[src/abs_out_defs.svh]
`ifndef ABS_OUT_DEFS_SVH
`define ABS_OUT_DEFS_SVH

`define CLK_HZ          20000000
`define REQ_WAIT_MS     100
`define SETTLE_MS       400
`define REQ_WAIT_CYC    (`CLK_HZ / 1000 * `REQ_WAIT_MS)
`define SETTLE_CYC      (`CLK_HZ / 1000 * `SETTLE_MS)
`define BAUD_BPS        9600
`define BIT_CYC         (`CLK_HZ / `BAUD_BPS)
`define RATE_NUM        680
`define RATE_DEN        16383
`define RATE_UNIT_HZ    1000
`define RATE_THRESH     ((64'd20000000 * `RATE_DEN) / (4 * `RATE_NUM * `RATE_UNIT_HZ))

`define OFF_CTRL        8'h00
`define OFF_STATUS      8'h04
`define OFF_MASK        8'h08
`define OFF_TURNS       8'h0C
`define OFF_COUNT       8'h10
`define OFF_STATE       8'h14

`define CTRL_SET_LSB    0
`define CTRL_DIR_BIT    14
`define CTRL_EDGE_LSB   15
`define CTRL_SERVO_BIT  17
`define CTRL_ERST_BIT   18
`define SET_RST         14'h0800
`define SET_MIN         14'h0010
`define EDGE_RST        2'h0
`define MASK_RST        3'h0

`define EV_REC_DONE     0
`define EV_ALM_DONE     1
`define EV_WRAP         2

`define TURN_MAX        17'h0_8000
`define TURN_MIN        17'h1_8000
`define CH_P            7'h50
`define CH_PLUS         7'h2B
`define CH_MINUS        7'h2D
`define CH_A            7'h41
`define CH_L            7'h4C
`define CH_M            7'h4D
`define CH_CR           7'h0D
`define CH_ZERO         7'h30
`define CH_HEX_A        7'h37

`endif

[src/abs_out_pkg.sv]
`include "abs_out_defs.svh"
package abs_out_pkg;

    typedef enum logic [2:0] {
        SEQ_IDLE, SEQ_WAIT, SEQ_SERIAL, SEQ_SETTLE, SEQ_ALARM
    } seq_state_t;

    typedef enum logic [1:0] {
        EDGE_A_RISE, EDGE_A_FALL, EDGE_B_RISE, EDGE_B_FALL
    } edge_sel_t;

    typedef struct packed {
        logic        busy;
        logic        done;
        logic        tx;
        logic [3:0]  bit_idx;
        logic [11:0] bit_cnt;
        logic [9:0]  shreg;
    } tx_t;

    typedef struct packed {
        logic [1:0]  req_sync;
        logic        req_prev;
        seq_state_t  state;
        logic [22:0] timer;
        logic [2:0]  chr_idx;
        logic        chr_go;
        logic [16:0] turns;
        logic [15:0] st_pos;
        logic [15:0] mag;
        logic        neg;
        logic [15:0] alarm;
        logic [15:0] init_left;
        logic [17:0] rate_acc;
        logic [1:0]  quad;
        logic [31:0] rev_cnt;
        logic [13:0] pulse_set;
        logic        dir_sel;
        edge_sel_t   edge_sel;
        logic        servo_on;
        logic [2:0]  status;
        logic [2:0]  mask;
        logic        irq;
        logic        pready;
        logic        pslverr;
        logic [31:0] prdata;
        logic        pa;
        logic        pb;
        logic        pc;
    } core_t;

endpackage : abs_out_pkg

[src/char_tx.sv]
`timescale 1ns/1ns
`include "abs_out_defs.svh"
module char_tx #(
    parameter int BIT_CYCLES = `BIT_CYC
) (
    input  wire logic       pclk,
    input  wire logic       presetn,
    input  wire logic       start,
    input  wire logic [6:0] data,
    output logic            tx,
    output logic            busy,
    output logic            done
);
    abs_out_pkg::tx_t s_q, s_d;

    if (BIT_CYCLES < 2 || BIT_CYCLES > 4095) begin : g_chk
        $error("char_tx: BIT_CYCLES out of range");
    end

    always_comb begin
        s_d      = s_q;
        s_d.done = 1'b0;
        if (!s_q.busy) begin
            if (start) begin
                // Stop, even parity, 7 data LSB first, start
                s_d.shreg   = {1'b1, ^data, data, 1'b0};
                s_d.busy    = 1'b1;
                s_d.bit_idx = 4'h0;
                s_d.bit_cnt = 12'h000;
                s_d.tx      = 1'b0;
            end
        end else if (s_q.bit_cnt == 12'(BIT_CYCLES - 1)) begin
            s_d.bit_cnt = 12'h000;
            if (s_q.bit_idx == 4'h9) begin
                s_d.busy = 1'b0;
                s_d.done = 1'b1;
                s_d.tx   = 1'b1;
            end else begin
                s_d.bit_idx = s_q.bit_idx + 4'h1;
                s_d.tx      = s_q.shreg[s_q.bit_idx + 4'h1];
            end
        end else begin
            s_d.bit_cnt = s_q.bit_cnt + 12'h001;
        end
    end

    always_ff @(posedge pclk or negedge presetn) begin
        if (!presetn) begin
            s_q <= '{busy: 1'b0, done: 1'b0, tx: 1'b1, bit_idx: 4'h0,
                     bit_cnt: 12'h000, shreg: 10'h3FF};
        end else begin
            s_q <= s_d;
        end
    end

    assign tx   = s_q.tx;
    assign busy = s_q.busy;
    assign done = s_q.done;
endmodule : char_tx

[src/abs_data_out.sv]
`timescale 1ns/1ns
`include "abs_out_defs.svh"
module abs_data_out #(
    parameter int REQ_WAIT_CYCLES = `REQ_WAIT_CYC,
    parameter int SETTLE_CYCLES   = `SETTLE_CYC,
    parameter int BIT_CYCLES      = `BIT_CYC
) (
    input  wire logic        pclk,
    input  wire logic        presetn,
    input  wire logic        psel,
    input  wire logic        penable,
    input  wire logic        pwrite,
    input  wire logic [7:0]  paddr,
    input  wire logic [31:0] pwdata,
    output logic [31:0]      prdata,
    output logic             pready,
    output logic             pslverr,
    input  wire logic        absolute_data_request,
    input  wire logic        motion_step,
    input  wire logic        motion_fwd,
    input  wire logic [15:0] alarm_code,
    output logic             divided_phase_a_out,
    output logic             divided_phase_b_out,
    output logic             origin_pulse_out,
    output logic             irq
);
    localparam logic [17:0] RATE_THR = 18'(`RATE_THRESH);

    abs_out_pkg::core_t r_q, r_d;
    logic tx_line;
    logic tx_busy;
    logic tx_done;
    logic [6:0] chr;

    if (REQ_WAIT_CYCLES < 1 || REQ_WAIT_CYCLES > 8388607 ||
        SETTLE_CYCLES < 1 || SETTLE_CYCLES > 8388607) begin : g_chk
        $error("abs_data_out: wait counts out of range");
    end

    function automatic logic [6:0] hex_ch(input logic [3:0] d);
        return (d < 4'hA) ? `CH_ZERO + 7'(d) : `CH_HEX_A + 7'(d);
    endfunction : hex_ch

    function automatic logic [6:0] dec_ch(input logic [15:0] v,
                                          input logic [2:0]  pos);
        logic [15:0] q;
        q = v;
        for (int i = 0; i < 4; i++) begin
            if (3'(i) < 3'd4 - pos + 3'd2) begin
                q = q / 16'd10;
            end
        end
        return `CH_ZERO + 7'(q % 16'd10);
    endfunction : dec_ch

    // Character of the current record
    always_comb begin
        chr = `CH_CR;
        if (r_q.state == abs_out_pkg::SEQ_ALARM) begin
            unique case (r_q.chr_idx)
                3'd0: chr = `CH_A;
                3'd1: chr = `CH_L;
                3'd2: chr = `CH_M;
                3'd3: chr = hex_ch(r_q.alarm[15:12]);
                3'd4: chr = hex_ch(r_q.alarm[11:8]);
                3'd5: chr = hex_ch(r_q.alarm[7:4]);
                3'd6: chr = hex_ch(r_q.alarm[3:0]);
                3'd7: chr = `CH_CR;
            endcase
        end else begin
            unique case (r_q.chr_idx)
                3'd0: chr = `CH_P;
                3'd1: chr = r_q.neg ? `CH_MINUS : `CH_PLUS;
                3'd7: chr = `CH_CR;
                default: chr = dec_ch(r_q.mag, r_q.chr_idx);
            endcase
        end
    end

    char_tx #(
        .BIT_CYCLES(BIT_CYCLES)
    ) u_tx (
        .pclk    (pclk),
        .presetn (presetn),
        .start   (r_q.chr_go),
        .data    (chr),
        .tx      (tx_line),
        .busy    (tx_busy),
        .done    (tx_done)
    );

    always_comb begin
        logic        req_s;
        logic        acc_ok;
        logic        wr;
        logic        step_up;
        logic        out_step;
        logic        out_fwd;
        logic [15:0] st_top;
        logic [1:0]  nq;
        logic        ed;
        logic [2:0]  ev;
        req_s    = r_q.req_sync[1];
        acc_ok   = psel && penable && r_q.pready;
        wr       = acc_ok && pwrite;
        step_up  = 1'b0;
        out_step = 1'b0;
        out_fwd  = 1'b1;
        st_top   = {r_q.pulse_set, 2'b00} - 16'h0001;
        nq       = r_q.quad;
        ed       = 1'b0;
        ev       = 3'b000;

        r_d          = r_q;
        r_d.req_sync = {r_q.req_sync[0], absolute_data_request};
        r_d.req_prev = req_s;
        r_d.chr_go   = 1'b0;

        // Shaft tracking from internal motion steps
        if (motion_step) begin
            step_up = motion_fwd ^ r_q.dir_sel;
            if (step_up) begin
                if (r_q.st_pos >= st_top) begin
                    r_d.st_pos = 16'h0000;
                    ev[`EV_WRAP] = (r_q.turns == `TURN_MAX);
                    r_d.turns = ev[`EV_WRAP] ? `TURN_MIN
                              : r_q.turns + 17'h0_0001;
                end else begin
                    r_d.st_pos = r_q.st_pos + 16'h0001;
                end
            end else begin
                if (r_q.st_pos == 16'h0000) begin
                    r_d.st_pos = st_top;
                    ev[`EV_WRAP] = (r_q.turns == `TURN_MIN);
                    r_d.turns = ev[`EV_WRAP] ? `TURN_MAX
                              : r_q.turns - 17'h0_0001;
                end else begin
                    r_d.st_pos = r_q.st_pos - 16'h0001;
                end
            end
        end

        // Sequencer
        unique case (r_q.state)
            abs_out_pkg::SEQ_IDLE: begin
                if (motion_step) begin
                    out_step = 1'b1;
                    out_fwd  = motion_fwd;
                end
                if (!r_q.servo_on && req_s && !r_q.req_prev) begin
                    r_d.state = abs_out_pkg::SEQ_WAIT;
                    r_d.timer = 23'h00_0000;
                end else if (!r_q.servo_on && !req_s
                             && r_q.req_prev) begin
                    r_d.state   = abs_out_pkg::SEQ_ALARM;
                    r_d.alarm   = alarm_code;
                    r_d.chr_idx = 3'd0;
                    r_d.chr_go  = 1'b1;
                end
            end
            abs_out_pkg::SEQ_WAIT: begin
                if (!req_s) begin
                    r_d.state = abs_out_pkg::SEQ_IDLE;
                end else if (r_q.timer == 23'(REQ_WAIT_CYCLES - 1)) begin
                    r_d.state   = abs_out_pkg::SEQ_SERIAL;
                    r_d.rev_cnt = 32'h0000_0000;
                    r_d.neg     = r_q.turns[16];
                    r_d.mag     = r_q.turns[16] ? 16'(-r_q.turns)
                                                : r_q.turns[15:0];
                    r_d.chr_idx = 3'd0;
                    r_d.chr_go  = 1'b1;
                end else begin
                    r_d.timer = r_q.timer + 23'h00_0001;
                end
            end
            abs_out_pkg::SEQ_SERIAL, abs_out_pkg::SEQ_ALARM: begin
                if (tx_done) begin
                    if (r_q.chr_idx == 3'd7) begin
                        if (r_q.state == abs_out_pkg::SEQ_ALARM) begin
                            r_d.state = abs_out_pkg::SEQ_IDLE;
                            ev[`EV_ALM_DONE] = 1'b1;
                        end else begin
                            r_d.state     = abs_out_pkg::SEQ_SETTLE;
                            r_d.timer     = 23'h00_0000;
                            r_d.init_left = r_q.st_pos;
                            r_d.rate_acc  = 18'h0_0000;
                            ev[`EV_REC_DONE] = 1'b1;
                        end
                    end else begin
                        r_d.chr_idx = r_q.chr_idx + 3'd1;
                        r_d.chr_go  = 1'b1;
                    end
                end
            end
            abs_out_pkg::SEQ_SETTLE: begin
                // Accumulator paces edges at 4 x 680 kHz x setting / 16383
                if (r_q.init_left != 16'h0000) begin
                    if (r_q.rate_acc + 18'(r_q.pulse_set) >= RATE_THR) begin
                        r_d.rate_acc  = r_q.rate_acc + 18'(r_q.pulse_set)
                                      - RATE_THR;
                        r_d.init_left = r_q.init_left - 16'h0001;
                        out_step      = 1'b1;
                    end else begin
                        r_d.rate_acc = r_q.rate_acc + 18'(r_q.pulse_set);
                    end
                end
                if (r_q.timer == 23'(SETTLE_CYCLES - 1)) begin
                    r_d.state = abs_out_pkg::SEQ_IDLE;
                end else begin
                    r_d.timer = r_q.timer + 23'h00_0001;
                end
            end
            default: r_d.state = abs_out_pkg::SEQ_IDLE;
        endcase

        // Quadrature: forward advance makes B lead A
        if (out_step) begin
            nq          = out_fwd ? r_q.quad + 2'd1 : r_q.quad - 2'd1;
            r_d.quad    = nq;
            r_d.rev_cnt = out_fwd ? r_q.rev_cnt + 32'h0000_0001
                                  : r_q.rev_cnt - 32'h0000_0001;
            unique case (r_q.edge_sel)
                abs_out_pkg::EDGE_A_RISE: ed = !r_q.quad[1] && nq[1];
                abs_out_pkg::EDGE_A_FALL: ed = r_q.quad[1] && !nq[1];
                abs_out_pkg::EDGE_B_RISE:
                    ed = !(r_q.quad[1] ^ r_q.quad[0]) && (nq[1] ^ nq[0]);
                abs_out_pkg::EDGE_B_FALL:
                    ed = (r_q.quad[1] ^ r_q.quad[0]) && !(nq[1] ^ nq[0]);
            endcase
            // Origin pulse spans one phase A period
            if (ed) begin
                r_d.pc = (r_q.st_pos < 16'h0004);
            end
        end

        // Phase A carries the record, B idles high meanwhile
        if (r_q.state == abs_out_pkg::SEQ_SERIAL
            || r_q.state == abs_out_pkg::SEQ_ALARM) begin
            r_d.pa = tx_line;
            r_d.pb = 1'b1;
        end else begin
            r_d.pa = nq[1];
            r_d.pb = nq[1] ^ nq[0];
        end

        // APB slave, one wait state
        r_d.pready  = psel && penable && !r_q.pready;
        r_d.pslverr = 1'b0;
        if (psel && penable && !r_q.pready) begin
            r_d.prdata  = 32'h0000_0000;
            r_d.pslverr = 1'b0;
            unique case (paddr)
                `OFF_CTRL: r_d.prdata = {14'h0000, r_q.servo_on,
                                        r_q.edge_sel, r_q.dir_sel,
                                        r_q.pulse_set};
                `OFF_STATUS: r_d.prdata = {29'h0000_0000, r_q.status};
                `OFF_MASK:   r_d.prdata = {29'h0000_0000, r_q.mask};
                `OFF_TURNS:  r_d.prdata = {{15{r_q.turns[16]}}, r_q.turns};
                `OFF_COUNT:  r_d.prdata = r_q.rev_cnt;
                `OFF_STATE:  r_d.prdata = {13'h0000, r_q.st_pos,
                                          r_q.state};
                default:     r_d.pslverr = 1'b1;
            endcase
        end
        if (wr) begin
            unique case (paddr)
                `OFF_CTRL: begin
                    if (pwdata[13:0] >= `SET_MIN) begin
                        r_d.pulse_set = pwdata[13:0];
                    end
                    r_d.dir_sel  = pwdata[`CTRL_DIR_BIT];
                    r_d.edge_sel = abs_out_pkg::edge_sel_t'(
                                   pwdata[`CTRL_EDGE_LSB +: 2]);
                    r_d.servo_on = pwdata[`CTRL_SERVO_BIT];
                    if (pwdata[`CTRL_ERST_BIT]) begin
                        r_d.turns = 17'h0_0000;
                    end
                end
                `OFF_STATUS: r_d.status = r_q.status & ~pwdata[2:0];
                `OFF_MASK:   r_d.mask   = pwdata[2:0];
                default: ;
            endcase
        end
        // New events win over a clear in the same cycle
        r_d.status = r_d.status | ev;
        r_d.irq    = |(r_d.status & r_d.mask);
    end

    always_ff @(posedge pclk or negedge presetn) begin
        if (!presetn) begin
            r_q           <= '0;
            r_q.state     <= abs_out_pkg::SEQ_IDLE;
            r_q.pulse_set <= `SET_RST;
            r_q.edge_sel  <= abs_out_pkg::edge_sel_t'(`EDGE_RST);
            r_q.mask      <= `MASK_RST;
            r_q.pa        <= 1'b0;
            r_q.pb        <= 1'b0;
        end else begin
            r_q <= r_d;
        end
    end

    assign prdata              = r_q.prdata;
    assign pready              = r_q.pready;
    assign pslverr             = r_q.pslverr;
    assign divided_phase_a_out = r_q.pa;
    assign divided_phase_b_out = r_q.pb;
    assign origin_pulse_out    = r_q.pc;
    assign irq                 = r_q.irq;
endmodule : abs_data_out

[config.mk]
export PLATFORM = sky130hd
export DESIGN_NAME = abs_data_out
export DESIGN_NICKNAME = d
export VERILOG_FILES = /design/src/abs_out_pkg.sv /design/src/char_tx.sv /design/src/abs_data_out.sv
export VERILOG_INCLUDE_DIRS = /design/src
export SDC_FILE = /design/constraint.sdc
export NUM_CORES = 1
export LEC_CHECK = 0
export ABC_AREA = 1
export BUFFER_PORTS_ARGS = -buffer_cell sky130_fd_sc_hd__buf_2
export CAP_MARGIN = 30
export CELL_PAD_IN_SITES_DETAIL_PLACEMENT = 0
export CELL_PAD_IN_SITES_GLOBAL_PLACEMENT = 2
export CORE_UTILIZATION = 39
export DETAILED_ROUTE_END_ITERATION = 8
export PLACE_DENSITY_LB_ADDON = 0.1
export SKIP_CTS_REPAIR_TIMING = 1
export SYNTH_ARGS = -nofsm -noshare
export SYNTH_HDL_FRONTEND = slang
export SYNTH_SLANG_ARGS = --single-unit
[constraint.sdc]
create_clock -name pclk -period 18.05 [get_ports pclk]
set_input_delay 1.805 -clock pclk [delete_from_list [all_inputs] [get_ports pclk]]
set_output_delay 1.805 -clock pclk [all_outputs]
set_load 0.01 [all_outputs]
==> metrics.md <==
| Metric | Value |
|---|---|
| Outcome | finished clean |
| Unrepaired setup endpoints after global routing | no |
| DRT Pass-1 Iters | 5 |
| Syn_nets | between 3k and 4k |
| Slew HR | 0.233 |
| Design area | 23200 um^2 |
| Fin cells | 3879 |
| Flop pwr share | 0.400 |
| Routed Antenna Nets | 0 |
| Die footprint | between 50000 and 60000 um^2 |
| Largest net degree at the start of global routing | 154 |
| VDD IR max | 0.0744 mV |
| Ys async rst share | 1.00 |
| Clock power share | 0.371 |
| Gp weighted congestion | 0.877 |
| Final period utilization | 0.524 |
| Max Cap Viol | 0 |
| Number of library cell types mapped by synthesis | 74 |
| Switching fraction of total power | 0.330 |
| Hold EP | r_d[226] |
| Starting Density | 0.394 |
| Root buf cell | clkbuf_16 |
| Critical Path Max Stage Delay | 480 ps |
| WP depth | 72 |
| P_sw | 573 uW |
| Most used cell, CP | nand2_1 |
| Rows | 85 |
| Ports | 102 |
| GR Overflow Total | 0 |
| R2R Path Start | r_q[197] |
| Vias | roughly 21k |
| Initial antenna violation count | 4 |
| Placement Setup Slack | 8580 ps |
| Worst-path fanout max | 14 |
| TritonCTS Sinks | 257 |
| GRT Overall Usage | 0.234 |
| FF-to-FF path depth | 72 |
| Comb pwr share | 0.229 |
| DRC | 0 |
| Chip height | approximately 240 um |
| Startpoint Class | register |
| Worst Hold Path Cells | 0 |
| Sequential share of the synthesized area | 0.304 |
| First-pass GRT wire length | approximately 110000 um |
| 1st-iter DRT viols | 1095 |
| Critical path capture point type | register |
| Layout cells sized above 1 | 0.119 |
| Reg-to-Reg End | u_tx.s_q[8] |
| Cell Area, Placed | 22200 um^2 |
| Routed WL | ~65000 um |
| Final Critical Period | 9460 ps |
| YS warnings | 0 |
| WP data arrival | 10000 ps |
| Vias in the first global route | 20.3k |
| Worst hold path class | register to register |
| Clk Latency, worst-skew pair | 590 ps |
| Final Hold Fails | 0 |
| Vias per Instance | 5.37 |
| FF-to-FF setup slack | 8590 ps |
| Area Overhead vs Synth | 9.77% |
| Most frequent cells in the layout | nand2_1, inv_1, nand3_1, nor2_1, dfrtp_1 |
| CTS clk-pin slew, worst paths | 60 ps |
| CTS Buf Count | 31 |
| Min-delay src | r_d[228] |
| Most used DFF post-synth | dfrtp_1 |
| Die width | 235 um |
| Final setup fails | 0 |
| Post-synthesis register bit count | 257 |
| Final core utilization | 0.433 |
| Clock Path Buffers | 3 |
| Fillers | roughly 5.6k |
| Gate Count Post-Synth | around 3.1k |
| Number of synthesized flops with an enable pin | 0 |
| Pwr Density | 74.7 nW/um^2 |
| Fmax | 0.106 GHz |
| # port buffers | about 90 |
| Routed len/inst | 16.7 um |
| CTS H-Tree Depth | 1 |
| Internal | 1160 uW |
| Synth Cell Area | 21200 um^2 |
| Dpl cells | 3820 |
| Buffers & Inverters on Critical Path | 10 |
| Top delay family on crit path | simple AND/OR/NAND/NOR gates |
| Max-slew violation count | 0 |
| Critical-path top delay cell | dfrtp_1 |
| Avg Inst Size Synth | a little under 7 um^2 |
| Final setup skew | around 21 ps |
| Pleak | roughly 0.012 uW |
| Slew @ Worst Pin | 1150 ps |
| CTS tree | done |
| Post-DP HPWL | 49000 um |
| Most common cell after layout, fill and taps aside | nand2_1 |
| Sum of negative setup slack | 0 ps |
| Layout Nets | 3307 |
| Final worst setup slack | 8590 ps |
| Critical path class | register to register |
| Placeable Area | 53700 um^2 |
| Critical Path RT | around 19000 ps |
## cells by family after synthesis
group | Yosys count | synth area share
DFF | 257 | 0.304
xor gates and xnor gates | 91 | 0.0380
muxes | 3 | 0.00148
adders and majority gates | 86 | 0.0515
and+or+nand+nor | 1439 | 0.309
AOI/OAI and AO/OA | 639 | 0.184
buffers and inverters | 596 | 0.112
## power groups by stage
stage	logic, uW	clock network (uW)	registers (uW)
floorplan	293	0	682
global placement	387	0	702
detailed placement	396	0	705
CTS	400	663	694
global route	455	684	703
finish	398	644	695
## state kept, by name, indices dropped and copies added, names as in the netlist, 2 cells and up
register  count
r_q         189
prdata       32
u_tx.s_q     25
r_d           2
## worst reg2reg max path, delay by kind of cell, from the launching register on
kind                       cells  cell delay, ps
and+or+nand+nor               49            4930
AOI/OAI and AO/OA              8            1920
adders and majority gates      4            1220
buffers and inverters         10             720
DFF                            1             480
xor gates and xnor gates       1             150
## Yosys cell counts (17+ instances only)
| master | n | area share |
|---|---|---|
| o21ai_1 | 24 | 0.0057 |
| dfrtp_1 | 246 | 0.29 |
| buf_4 | 33 | 0.012 |
| o21ai_0 | 233 | 0.055 |
| ha_1 | 84 | 0.050 |
| nor3_1 | 55 | 0.013 |
| nand2_4 | 22 | 0.012 |
| a21oi_1 | 127 | 0.030 |
| xnor2_1 | 17 | 0.0070 |
| nand3_1 | 246 | 0.058 |
| xor2_1 | 73 | 0.030 |
| o22ai_1 | 80 | 0.024 |
| inv_1 | 426 | 0.076 |
| o211ai_1 | 19 | 0.0067 |
| a31oi_1 | 28 | 0.0083 |
| a221oi_1 | 28 | 0.012 |
| nand2_1 | 687 | 0.12 |
| clkbuf_1 | 63 | 0.011 |
| nand4_1 | 51 | 0.015 |
| nand2_2 | 71 | 0.021 |
| nor2_1 | 248 | 0.044 |
| inv_2 | 60 | 0.011 |
## worst max path at each step
stage                start           to  slack (ps)
6_report          r_q[197]  u_tx.s_q[8]        8590
5_1_grt           r_q[197]  u_tx.s_q[8]        7460
4_1_cts           r_q[197]  u_tx.s_q[8]        8540
3_5_place_dp      r_q[197]  u_tx.s_q[8]        8580
3_3_place_gp      r_q[197]  u_tx.s_q[8]        8700
2_1_floorplan  motion_step      r_q[91]       10200
## layer usage
metal / global-route usage / vias to the layer above / part of all wire
li1: - / 10443 / -
met1: 0.301 / 9888 / 0.45
met2: 0.408 / 404 / 0.48
met3: 0.0269 / 82 / 0.050
met4: 0.0718 / 2 / 0.025
met5: 0 / - / 0.00020
## stage by stage
stage	hold WS [ps]	total power [uW]
final	349	1740
after floorplan	331	975
after detailed placement	338	1100
after CTS	353	1760
after global routing	379	1840
after global placement	334	1090
## cell type report
class	instances	area (um^2)	share of cell area
clock buffers	45	888	0.0382
repair buffers	113	654	0.0282
well taps	696	871	0.0375
inverters	496	1870	0.0803
flip-flops and latches	257	6440	0.277
multi-input cells	2258	12400	0.533
diodes	3	7.51	0.000323
clock inverters	11	134	0.00576
(Power assumes the default switching activity.)
